==> src/design/crr_pkg.sv <==
package crr_pkg;

    ////////////////////////////////////////////////////////////////////////////////
    // Bus and field widths.
    localparam int APB_DATA_W = 32;
    localparam int APB_ADDR_W = 12;
    localparam int WORD_W     = 16;
    localparam int POS_W      = 8;
    localparam int AMP_W      = 7;
    localparam int SEL_W      = 3;
    localparam int IDX_W      = 9;

    ////////////////////////////////////////////////////////////////////////////////
    // Register indices as printed; the byte address is four times the index.
    localparam logic [IDX_W-1:0] IDX_PAIR_B_ECHO_POS_2_3 = 9'h193;
    localparam logic [IDX_W-1:0] IDX_PAIR_B_ECHO_POS_4_5 = 9'h194;
    localparam logic [IDX_W-1:0] IDX_PAIR_C_ECHO_POS_1_2 = 9'h195;
    localparam logic [IDX_W-1:0] IDX_PAIR_C_ECHO_POS_3_4 = 9'h196;
    localparam logic [IDX_W-1:0] IDX_PAIR_C5_D1_ECHO_POS = 9'h197;
    localparam logic [IDX_W-1:0] IDX_PAIR_D_ECHO_POS_2_3 = 9'h198;
    localparam logic [IDX_W-1:0] IDX_PAIR_D_ECHO_POS_4_5 = 9'h199;
    localparam logic [IDX_W-1:0] IDX_PAIR_A_ECHO_AMP_1_2 = 9'h19A;
    localparam logic [1:0]       ADDR_ALIGN_BITS         = 2'h0;

    ////////////////////////////////////////////////////////////////////////////////
    // Register select codes shared by decode, update and read paths.
    localparam logic [SEL_W-1:0] SEL_PAIR_B_ECHO_POS_2_3 = 3'h0;
    localparam logic [SEL_W-1:0] SEL_PAIR_B_ECHO_POS_4_5 = 3'h1;
    localparam logic [SEL_W-1:0] SEL_PAIR_C_ECHO_POS_1_2 = 3'h2;
    localparam logic [SEL_W-1:0] SEL_PAIR_C_ECHO_POS_3_4 = 3'h3;
    localparam logic [SEL_W-1:0] SEL_PAIR_C5_D1_ECHO_POS = 3'h4;
    localparam logic [SEL_W-1:0] SEL_PAIR_D_ECHO_POS_2_3 = 3'h5;
    localparam logic [SEL_W-1:0] SEL_PAIR_D_ECHO_POS_4_5 = 3'h6;
    localparam logic [SEL_W-1:0] SEL_PAIR_A_ECHO_AMP_1_2 = 3'h7;

    ////////////////////////////////////////////////////////////////////////////////
    // Field positions and reset values.
    localparam int POS_HI_LSB = 8;
    localparam int POS_LO_LSB = 0;
    localparam int AMP_HI_LSB = 8;
    localparam int AMP_LO_LSB = 0;

    localparam logic [POS_W-1:0]      RESET_POS   = 8'h00;
    localparam logic [AMP_W-1:0]      RESET_AMP   = 7'h00;
    localparam logic [APB_DATA_W-1:0] RESET_RDATA = 32'h00000000;
    localparam logic [WORD_W-1:0]     ZERO_WORD   = 16'h0000;
    localparam logic [WORD_W-1:0]     RSVD_FILL   = 16'h0000;

    ////////////////////////////////////////////////////////////////////////////////
    // Types.
    typedef struct packed {
        logic [POS_W-1:0] pair_b_second_echo_pos;
        logic [POS_W-1:0] pair_b_third_echo_pos;
        logic [POS_W-1:0] pair_b_fourth_echo_pos;
        logic [POS_W-1:0] pair_b_fifth_echo_pos;
        logic [POS_W-1:0] pair_c_first_echo_pos;
        logic [POS_W-1:0] pair_c_second_echo_pos;
        logic [POS_W-1:0] pair_c_third_echo_pos;
        logic [POS_W-1:0] pair_c_fourth_echo_pos;
        logic [POS_W-1:0] pair_c_fifth_echo_pos;
        logic [POS_W-1:0] pair_d_first_echo_pos;
        logic [POS_W-1:0] pair_d_second_echo_pos;
        logic [POS_W-1:0] pair_d_third_echo_pos;
        logic [POS_W-1:0] pair_d_fourth_echo_pos;
        logic [POS_W-1:0] pair_d_fifth_echo_pos;
        logic [AMP_W-1:0] pair_a_first_echo_amp;
        logic [AMP_W-1:0] pair_a_second_echo_amp;
    } crr_result_type;

    typedef struct packed {
        logic             hit;
        logic [SEL_W-1:0] sel;
    } crr_decode_type;

    typedef enum logic {
        CRR_IDLE,
        CRR_ACCESS
    } crr_apb_state_type;

endpackage

==> src/design/crr_if.sv <==
interface crr_if;
    logic [crr_pkg::APB_ADDR_W-1:0] paddr;
    crr_pkg::crr_decode_type        dec;
    crr_pkg::crr_result_type        cur;
    logic                           upd_done;
    logic [crr_pkg::SEL_W-1:0]      upd_sel;
    logic [crr_pkg::WORD_W-1:0]     upd_word;
    crr_pkg::crr_result_type        next_result;

    modport decoder (input paddr, output dec);
    modport updater (input cur, input upd_done, input upd_sel, input upd_word,
                     output next_result);
    modport top     (output paddr, output cur, output upd_done, output upd_sel,
                     output upd_word, input dec, input next_result);
endinterface

==> src/design/crr_result_regs.sv <==
// The APB slave port was chosen for this implementation.
module crr_result_regs (
    input  wire logic                           pclk,
    input  wire logic                           presetn,
    input  wire logic                           psel,
    input  wire logic                           penable,
    input  wire logic                           pwrite,
    input  wire logic [crr_pkg::APB_ADDR_W-1:0] paddr,
    input  wire logic [crr_pkg::APB_DATA_W-1:0] pwdata,
    output wire logic [crr_pkg::APB_DATA_W-1:0] prdata,
    output wire logic                           pready,
    output wire logic                           pslverr,
    input  wire logic                           meas_done,
    input  wire logic [crr_pkg::SEL_W-1:0]      meas_sel,
    input  wire logic [crr_pkg::WORD_W-1:0]     meas_word
);

    ////////////////////////////////////////////////////////////////////////////////
    // State of the block.
    typedef struct packed {
        crr_pkg::crr_apb_state_type     state;
        logic                           pready;
        logic                           pslverr;
        logic [crr_pkg::APB_DATA_W-1:0] prdata;
        crr_pkg::crr_result_type        result;
    } crr_state_type;

    crr_state_type state;
    crr_state_type next_state;
    crr_if         link ();

    ////////////////////////////////////////////////////////////////////////////////
    // Assembles the read word of one register from its fields.
    function automatic logic [crr_pkg::WORD_W-1:0] crr_pack_word(
        input crr_pkg::crr_result_type r,
        input logic [crr_pkg::SEL_W-1:0] sel
    );
        logic [crr_pkg::WORD_W-1:0] w;
        w = crr_pkg::RSVD_FILL;
        unique case (sel)
            crr_pkg::SEL_PAIR_B_ECHO_POS_2_3: begin
                w[crr_pkg::POS_LO_LSB+:crr_pkg::POS_W] = r.pair_b_second_echo_pos;
                w[crr_pkg::POS_HI_LSB+:crr_pkg::POS_W] = r.pair_b_third_echo_pos;
            end
            crr_pkg::SEL_PAIR_B_ECHO_POS_4_5: begin
                w[crr_pkg::POS_LO_LSB+:crr_pkg::POS_W] = r.pair_b_fourth_echo_pos;
                w[crr_pkg::POS_HI_LSB+:crr_pkg::POS_W] = r.pair_b_fifth_echo_pos;
            end
            crr_pkg::SEL_PAIR_C_ECHO_POS_1_2: begin
                w[crr_pkg::POS_LO_LSB+:crr_pkg::POS_W] = r.pair_c_first_echo_pos;
                w[crr_pkg::POS_HI_LSB+:crr_pkg::POS_W] = r.pair_c_second_echo_pos;
            end
            crr_pkg::SEL_PAIR_C_ECHO_POS_3_4: begin
                w[crr_pkg::POS_LO_LSB+:crr_pkg::POS_W] = r.pair_c_third_echo_pos;
                w[crr_pkg::POS_HI_LSB+:crr_pkg::POS_W] = r.pair_c_fourth_echo_pos;
            end
            crr_pkg::SEL_PAIR_C5_D1_ECHO_POS: begin
                w[crr_pkg::POS_LO_LSB+:crr_pkg::POS_W] = r.pair_c_fifth_echo_pos;
                w[crr_pkg::POS_HI_LSB+:crr_pkg::POS_W] = r.pair_d_first_echo_pos;
            end
            crr_pkg::SEL_PAIR_D_ECHO_POS_2_3: begin
                w[crr_pkg::POS_LO_LSB+:crr_pkg::POS_W] = r.pair_d_second_echo_pos;
                w[crr_pkg::POS_HI_LSB+:crr_pkg::POS_W] = r.pair_d_third_echo_pos;
            end
            crr_pkg::SEL_PAIR_D_ECHO_POS_4_5: begin
                w[crr_pkg::POS_LO_LSB+:crr_pkg::POS_W] = r.pair_d_fourth_echo_pos;
                w[crr_pkg::POS_HI_LSB+:crr_pkg::POS_W] = r.pair_d_fifth_echo_pos;
            end
            crr_pkg::SEL_PAIR_A_ECHO_AMP_1_2: begin
                w[crr_pkg::AMP_LO_LSB+:crr_pkg::AMP_W] = r.pair_a_first_echo_amp;
                w[crr_pkg::AMP_HI_LSB+:crr_pkg::AMP_W] = r.pair_a_second_echo_amp;
            end
        endcase
        return w;
    endfunction

    ////////////////////////////////////////////////////////////////////////////////
    // Address decode and measurement loading.
    assign link.paddr    = paddr;
    assign link.cur      = state.result;
    assign link.upd_done = meas_done;
    assign link.upd_sel  = meas_sel;
    assign link.upd_word = meas_word;

    crr_addr_decode u_decode (
        .bus (link.decoder)
    );

    crr_word_update u_update (
        .bus (link.updater)
    );

    ////////////////////////////////////////////////////////////////////////////////
    // Next state: APB slave answering with one access cycle.
    always_comb begin
        next_state        = state;
        next_state.result = link.next_result;
        if (state.state == crr_pkg::CRR_IDLE) begin
            next_state.pready  = 1'b0;
            next_state.pslverr = 1'b0;
            next_state.prdata  = crr_pkg::RESET_RDATA;
            if (psel && !penable) begin
                next_state.state   = crr_pkg::CRR_ACCESS;
                next_state.pready  = 1'b1;
                next_state.pslverr = !link.dec.hit;
                if (!pwrite && link.dec.hit) begin
                    next_state.prdata = {crr_pkg::ZERO_WORD,
                                         crr_pack_word(state.result, link.dec.sel)};
                end
            end
        end else begin
            next_state.state   = crr_pkg::CRR_IDLE;
            next_state.pready  = 1'b0;
            next_state.pslverr = 1'b0;
            next_state.prdata  = crr_pkg::RESET_RDATA;
        end
    end

    ////////////////////////////////////////////////////////////////////////////////
    // State register.
    always_ff @(posedge pclk or negedge presetn) begin
        if (!presetn) begin
            state.state   <= crr_pkg::CRR_IDLE;
            state.pready  <= 1'b0;
            state.pslverr <= 1'b0;
            state.prdata  <= crr_pkg::RESET_RDATA;
            state.result  <= '{default: '0};
        end else begin
            state <= next_state;
        end
    end

    ////////////////////////////////////////////////////////////////////////////////
    // Outputs.
    assign prdata  = state.prdata;
    assign pready  = state.pready;
    assign pslverr = state.pslverr;

endmodule // crr_result_regs

==> src/design/crr_addr_decode.sv <==
module crr_addr_decode (
    crr_if.decoder bus
);

    ////////////////////////////////////////////////////////////////////////////////
    // Maps a byte address to a register select; anything else is a miss.
    function automatic crr_pkg::crr_decode_type crr_decode_addr(
        input logic [crr_pkg::APB_ADDR_W-1:0] addr
    );
        crr_pkg::crr_decode_type d;
        d.hit = 1'b0;
        d.sel = crr_pkg::SEL_PAIR_B_ECHO_POS_2_3;
        if (addr[1:0] == crr_pkg::ADDR_ALIGN_BITS) begin
            d.hit = 1'b1;
            case (addr[crr_pkg::APB_ADDR_W-1:2])
                (10'(crr_pkg::IDX_PAIR_B_ECHO_POS_2_3)): d.sel = crr_pkg::SEL_PAIR_B_ECHO_POS_2_3;
                (10'(crr_pkg::IDX_PAIR_B_ECHO_POS_4_5)): d.sel = crr_pkg::SEL_PAIR_B_ECHO_POS_4_5;
                (10'(crr_pkg::IDX_PAIR_C_ECHO_POS_1_2)): d.sel = crr_pkg::SEL_PAIR_C_ECHO_POS_1_2;
                (10'(crr_pkg::IDX_PAIR_C_ECHO_POS_3_4)): d.sel = crr_pkg::SEL_PAIR_C_ECHO_POS_3_4;
                (10'(crr_pkg::IDX_PAIR_C5_D1_ECHO_POS)): d.sel = crr_pkg::SEL_PAIR_C5_D1_ECHO_POS;
                (10'(crr_pkg::IDX_PAIR_D_ECHO_POS_2_3)): d.sel = crr_pkg::SEL_PAIR_D_ECHO_POS_2_3;
                (10'(crr_pkg::IDX_PAIR_D_ECHO_POS_4_5)): d.sel = crr_pkg::SEL_PAIR_D_ECHO_POS_4_5;
                (10'(crr_pkg::IDX_PAIR_A_ECHO_AMP_1_2)): d.sel = crr_pkg::SEL_PAIR_A_ECHO_AMP_1_2;
                default:                                  d.hit = 1'b0;
            endcase
        end
        return d;
    endfunction

    assign bus.dec = crr_decode_addr(bus.paddr);

endmodule // crr_addr_decode

==> src/design/crr_word_update.sv <==
module crr_word_update (
    crr_if.updater bus
);

    ////////////////////////////////////////////////////////////////////////////////
    // Splits the finished measurement word into its low and high fields.
    logic [crr_pkg::POS_W-1:0] lo_pos;
    logic [crr_pkg::POS_W-1:0] hi_pos;
    logic [crr_pkg::AMP_W-1:0] lo_amp;
    logic [crr_pkg::AMP_W-1:0] hi_amp;

    assign lo_pos = bus.upd_word[crr_pkg::POS_LO_LSB+:crr_pkg::POS_W];
    assign hi_pos = bus.upd_word[crr_pkg::POS_HI_LSB+:crr_pkg::POS_W];
    assign lo_amp = bus.upd_word[crr_pkg::AMP_LO_LSB+:crr_pkg::AMP_W];
    assign hi_amp = bus.upd_word[crr_pkg::AMP_HI_LSB+:crr_pkg::AMP_W];

    ////////////////////////////////////////////////////////////////////////////////
    // Loads one finished measurement word into its fields; other fields hold.
    always_comb begin
        bus.next_result = bus.cur;
        if (bus.upd_done) begin
            unique case (bus.upd_sel)
                crr_pkg::SEL_PAIR_B_ECHO_POS_2_3: begin
                    bus.next_result.pair_b_second_echo_pos = lo_pos;
                    bus.next_result.pair_b_third_echo_pos  = hi_pos;
                end
                crr_pkg::SEL_PAIR_B_ECHO_POS_4_5: begin
                    bus.next_result.pair_b_fourth_echo_pos = lo_pos;
                    bus.next_result.pair_b_fifth_echo_pos  = hi_pos;
                end
                crr_pkg::SEL_PAIR_C_ECHO_POS_1_2: begin
                    bus.next_result.pair_c_first_echo_pos  = lo_pos;
                    bus.next_result.pair_c_second_echo_pos = hi_pos;
                end
                crr_pkg::SEL_PAIR_C_ECHO_POS_3_4: begin
                    bus.next_result.pair_c_third_echo_pos  = lo_pos;
                    bus.next_result.pair_c_fourth_echo_pos = hi_pos;
                end
                crr_pkg::SEL_PAIR_C5_D1_ECHO_POS: begin
                    bus.next_result.pair_c_fifth_echo_pos  = lo_pos;
                    bus.next_result.pair_d_first_echo_pos  = hi_pos;
                end
                crr_pkg::SEL_PAIR_D_ECHO_POS_2_3: begin
                    bus.next_result.pair_d_second_echo_pos = lo_pos;
                    bus.next_result.pair_d_third_echo_pos  = hi_pos;
                end
                crr_pkg::SEL_PAIR_D_ECHO_POS_4_5: begin
                    bus.next_result.pair_d_fourth_echo_pos = lo_pos;
                    bus.next_result.pair_d_fifth_echo_pos  = hi_pos;
                end
                crr_pkg::SEL_PAIR_A_ECHO_AMP_1_2: begin
                    bus.next_result.pair_a_first_echo_amp  = lo_amp;
                    bus.next_result.pair_a_second_echo_amp = hi_amp;
                end
            endcase
        end
    end

endmodule // crr_word_update

==> config.mk <==
export PLATFORM = sky130hd
export DESIGN_NAME = crr_result_regs
export DESIGN_NICKNAME = d
export VERILOG_FILES = /design/src/design/crr_pkg.sv /design/src/design/crr_if.sv /design/src/design/crr_result_regs.sv /design/src/design/crr_addr_decode.sv /design/src/design/crr_word_update.sv
export SDC_FILE = /design/constraint.sdc
export NUM_CORES = 1
export LEC_CHECK = 0
export ABC_CLOCK_PERIOD_IN_PS = 4800
export BUFFER_PORTS_ARGS = -buffer_cell sky130_fd_sc_hd__buf_4
export CAP_MARGIN = 15
export CORE_ASPECT_RATIO = 1.4
export CORE_MARGIN = 5
export CORE_UTILIZATION = 25
export DETAILED_ROUTE_END_ITERATION = 10
export PLACE_DENSITY = 0.47
export SETUP_SLACK_MARGIN = 0.05
export SLEW_MARGIN = 20
export SYNTH_ARGS = -nofsm -noshare
export SYNTH_HDL_FRONTEND = slang
export SYNTH_HIERARCHICAL = 1
export SYNTH_SLANG_ARGS = --single-unit
==> constraint.sdc <==
create_clock -name pclk -period 4.8 [get_ports pclk]
set_clock_uncertainty 0.2 [all_clocks]
set_input_delay 1.44 -clock pclk [delete_from_list [all_inputs] [get_ports pclk]]
set_output_delay 1.44 -clock pclk [all_outputs]
set_load 0.005 [all_outputs]
# After elaboration in Yosys (flattened, before gate mapping)
# Index checks and enable logic that the tools add are counted.
# totals
memories	0
latchBits	0
in_bits	69
elab_cells	69
register_bits	161
mem_bits_ro	0
out_inout_bits	34
mem_bits_rw	0
# classes
n_addsub	0
n_div	0
eq_ne	22
order_cmp	0
muxes	10
multipliers	0
n_reduce_logical	17
bitwise	0
shifts	0
# op_table
op	count
$pmux 7 s8	2
$eq 10x9->1 const B	8
$mux 35	2
$eq 3x3->1 const B	8
$pmux 3 s7	1
$mux 16	1
$reduce_and 2->1	8
$pmux 1 s7	2
$eq 3x2->1 const B	4
$reduce_or 8->1	1
$eq 3x1->1 const B	2
$logic_not 3->1	2
$mux 4	1
$logic_not 1->1	3
$logic_and 1x1->1	2
$logic_not 2->1	1
$mux 1	1

# Longest topological paths before layout
# logic_depth
word_depth	9
depth_mapped	10
depth_no_buf	7

# Hierarchy
# Netlist, hierarchy kept.
# modules_own_cells
mod	area_each_um2	cells_per_inst	seq_area_each_um2	instances
crr_result_regs	4829.6	335	3603.5	1
crr_word_update	1680.4	149	0.0	1
crr_addr_decode	113.9	13	0.0	1

# Worst setup path before layout
# OpenSTA, ideal clock, no wires.
# synth_path
kind	input-to-reg
startpoint	in paddr[11] in the netlist's numbering
endpoint	reg prdata[12] (netlist name)
slack_ns	1.575
path_stages	8
arrival_time_ns	2.952
n_path_buf	1
required_time_ns	4.527
setup_time_ns	0.073
cell_sequence	nor4b_4 nand2_2 a21oi_1 and2_1 and2_1 clkbuf_1 a21oi_1 a21oi_2
# synth_rtl
item	line_no	source
start, declared	crr_result_regs.sv:8	input wire logic [crr_pkg::APB_ADDR_W-1:0] paddr,

==> out/metrics.csv <==
stage,metric,value,unit
detailed_routing,drt wl/cell,18.99,um
detailed_routing,DR vias,4113,
synth,post-synthesis sequential area ratio,54.40,%
detailed_routing,via/cell ratio,4.611,
layout,share of cells above drive strength 1,44.72,%
clock_tree,CTS Sinks,144,
global_routing,largest net degree at the start of global routing,99,
clock_tree,Max clock buf depth,2,
synth,#FFs+latches synth,144,
die,core box area,26100,um2
timing,unrepaired setup endpoints after global routing,no,
timing,Fin. Hold Viols,0,
timing,Final period util,70.66,%
die,Die Y,202.6,um
global_routing,Congestion Overflow GR,0,
layout,nets@finish,624,
worst_setup_path,crit path DAT,3.53,ns
clock_tree,root buffer cell,clkbuf_16,
pwr,worst vdd ir,238.8,uV
global_routing,initial antenna violation count,0,
worst_setup_path,R2R Setup Slk,2.54,ns
detailed_routing,TritonRoute pass-1 iters,4,
layout,FF/Latch Area,3603,um2
worst_setup_path,Setup Crit Path Kind,primary input to flip-flop,
timing,Final min period,3.392,ns
worst_setup_path,required time worst endpoint,4.93,ns
detailed_routing,Detail Route Antenna Nets,0,
timing,relative slew slack,38.72,%
clock_tree,post-CTS setup buffers,0,
place,"Cell Area, Placed",7383,um2
synth,synthesized area,6624,um2
detailed_routing,final WL,16.94,mm
clock_tree,H-Tree Level Count,4,
pwr,Power Density,425.6,nW/um2
clock_tree,clk slew on worst S/H paths,0.06,ns
worst_setup_path,CP Launch Type,primary input,
timing,Final setup viols,0,
worst_setup_path,critical path endpoint category,flip-flop,
place,Inst Count DP,860,
status,outcome,finished clean,
die,Die Footprint,29900,um2
global_routing,vias in the first global route,4642,
layout,Area Overhead vs Synth,21.27,%
synth,number of synthesized flops with an enable pin,0,
synth,Yosys Warn Count,6,
layout,final cell count without fillers,892,
layout,area occupied by multi-input gates,2799,um2
layout,# diodes,0,
synth,synth unique cells,43,
die,Die Wd,147.6,um
die,io pins,103,
layout,Finished Cell Area,8033,um2
detailed_routing,DRC errors left,0,
min_path,worst hold path type,flip-flop to flip-flop,
clock_tree,hold buffer count at CTS,0,
clock_tree,post-CTS sizing,0,
place,Final HPWL DP,10.95,mm
worst_setup_path,Worst Path Max Fanout,11,
pwr,Pleak,3.435,nW
timing,Slew @ Worst Pin,0.9192,ns
place,Port Buf Inserts,54,
detailed_routing,Detailed Route Iter0 Violations,235,
synth,syn avg cell area,13.33,um2
job,max-cap viol count,0,
timing,Final Max Slew Viols,0,
place,gpl congestion,0.7042,
layout,Final Core Density,30.78,%
global_routing,total track usage,11.59,%
clock_tree,CTS tree,yes,
global_routing,global-route wire length before repair,26.74,mm
timing,setup_tns,0,ns
clock_tree,clk_lat worst skew,0.41,ns
synth,Cells after Synth,497,
layout,# fillers,2587,
synth,asr flop ratio synth,100.0,%
clock_tree,cts bufs inserted,17,
synth,top_reg_cell synth,dfrtp_1,
timing,Peak Freq,0.2949,GHz
die,Cell Rows,70,
die,starting density of the core,25.38,%
-- cells in the mapped netlist (2+ instances only) --
| cell | number | area share (%) |
|---|---|---|
| o21ai_0 | 12 | 0.91 |
| o211ai_1 | 3 | 0.34 |
| mux2_2 | 119 | 20 |
| mux2i_1 | 16 | 2.4 |
| and2_1 | 2 | 0.19 |
| clkbuf_1 | 9 | 0.51 |
| nand4b_2 | 3 | 0.68 |
| nand3_1 | 7 | 0.53 |
| a31oi_1 | 2 | 0.19 |
| nand2_1 | 9 | 0.51 |
| buf_2 | 13 | 0.98 |
| a41oi_1 | 3 | 0.40 |
| nor2_1 | 14 | 0.79 |
| nor4bb_1 | 3 | 0.45 |
| a21oi_1 | 34 | 2.6 |
| o22ai_1 | 11 | 1.0 |
| buf_6 | 6 | 1.0 |
| nand4_1 | 2 | 0.19 |
| mux2_4 | 10 | 2.3 |
| nand2b_1 | 12 | 1.1 |
| a32o_1 | 11 | 1.7 |
| nor3_2 | 2 | 0.30 |
| buf_4 | 19 | 2.2 |
| inv_1 | 2 | 0.11 |
| xnor2_1 | 2 | 0.26 |
| nor4b_4 | 2 | 0.72 |
| o21ai_1 | 8 | 0.60 |
| dfrtp_1 | 144 | 54 |
| a21oi_2 | 3 | 0.40 |
-- kinds of logic (layout without fill, tap and decap cells) --
logic type             after synthesis  after routing  synth area share, %
AND/OR/NAND/NOR                     64             64                6.668
multiplexers                       146            146                25.25
flip-flops                         144            144                54.40
buffers and inverters               52            108                5.119
XOR/XNOR                             2              2               0.2645
other                                1             16              0.05661
AO/OA/AOI/OAI                       88             88                8.236
-- power breakdown --
| group | switching (W) | internal, W | total (W) | leakage, nW |
|---|---|---|---|---|
| logic | 0.000151 | 0.000244 | 0.000395 | 1.36 |
| registers | 0.000116 | 0.00145 | 0.00156 | 1.76 |
| clock network | 0.000568 | 0.000892 | 0.00146 | 0.313 |
| total | 0.000834 | 0.00258 | 0.00342 | 3.44 |
-- through the flow --
step	hold WS (ns)	power (W)	worst slack [ns]
6_report	0.3028	0.003419	1.408
5_1_grt	0.3160	0.003583	1.303
4_1_cts	0.3056	0.003467	1.406
3_5_place_dp	0.2877	0.001989	0.9644
3_3_place_gp	0.2847	0.001946	0.9542
2_1_floorplan	0.2737	0.001849	1.575
-- state kept, by name (all words and copies together), names as in the netlist --
signal and cells:
link.cur 126, pready 1, prdata 16, pslverr 1
-- critical path, cell delays in order --
cell     delay [ns]
buf_4          0.12
nor4b_4        0.27
nand2_2        0.15
nor3_4         0.41
and2b_1        0.24
nand2_1        0.48
o22ai_1        0.20
a21oi_1        0.20
-- area by class of cell --
type	instances	share of cell area, %
clock buffer	17	5.296
clock inverter	15	2.788
inverter	3	0.1402
multi-input combinational	316	34.84
sequential	144	44.86
tap	324	5.047
timing repair buffer	73	7.025
-- final timing paths --
check	start	end	cells past startpoint
setup reg to reg	pready	prdata[2]	5
setup / recovery	paddr[11]	prdata[5]	8
hold reg to reg	link.cur[3]	link.cur[3]	1
max in group asynchronous	presetn	link.cur[75]	2
hold / removal	link.cur[3]	link.cur[3]	1
min in group asynchronous	presetn	link.cur[2]	1
-- placed cells by master (no fill, tap or decap), types with 8 or more instances in the layout --
master	Yosys	layout
o21ai_0	12	12
mux2i_1	16	16
mux2_4	10	10
conb_1	1	16
o22ai_1	11	11
clkbuf_16	0	17
buf_4	19	71
nand2b_1	12	12
a32o_1	11	11
mux2_2	119	119
dfrtp_1	144	144
nand2_1	9	9
nor2_1	14	14
a21oi_1	34	33
o21ai_1	8	8
-- metal layers --
| layer | track usage, % | vias up | share of wire (%) |
|---|---|---|---|
| met1 | 13.73 | 2135 | 42 |
| met2 | 20.49 | 76 | 52 |
| li1 | - | 1887 | - |
| met4 | 4.097 | 0 | 1.7 |
| met5 | 0 | - | 0 |
| met3 | 2.635 | 15 | 4.0 |
Power figures use the tool's default switching activity.
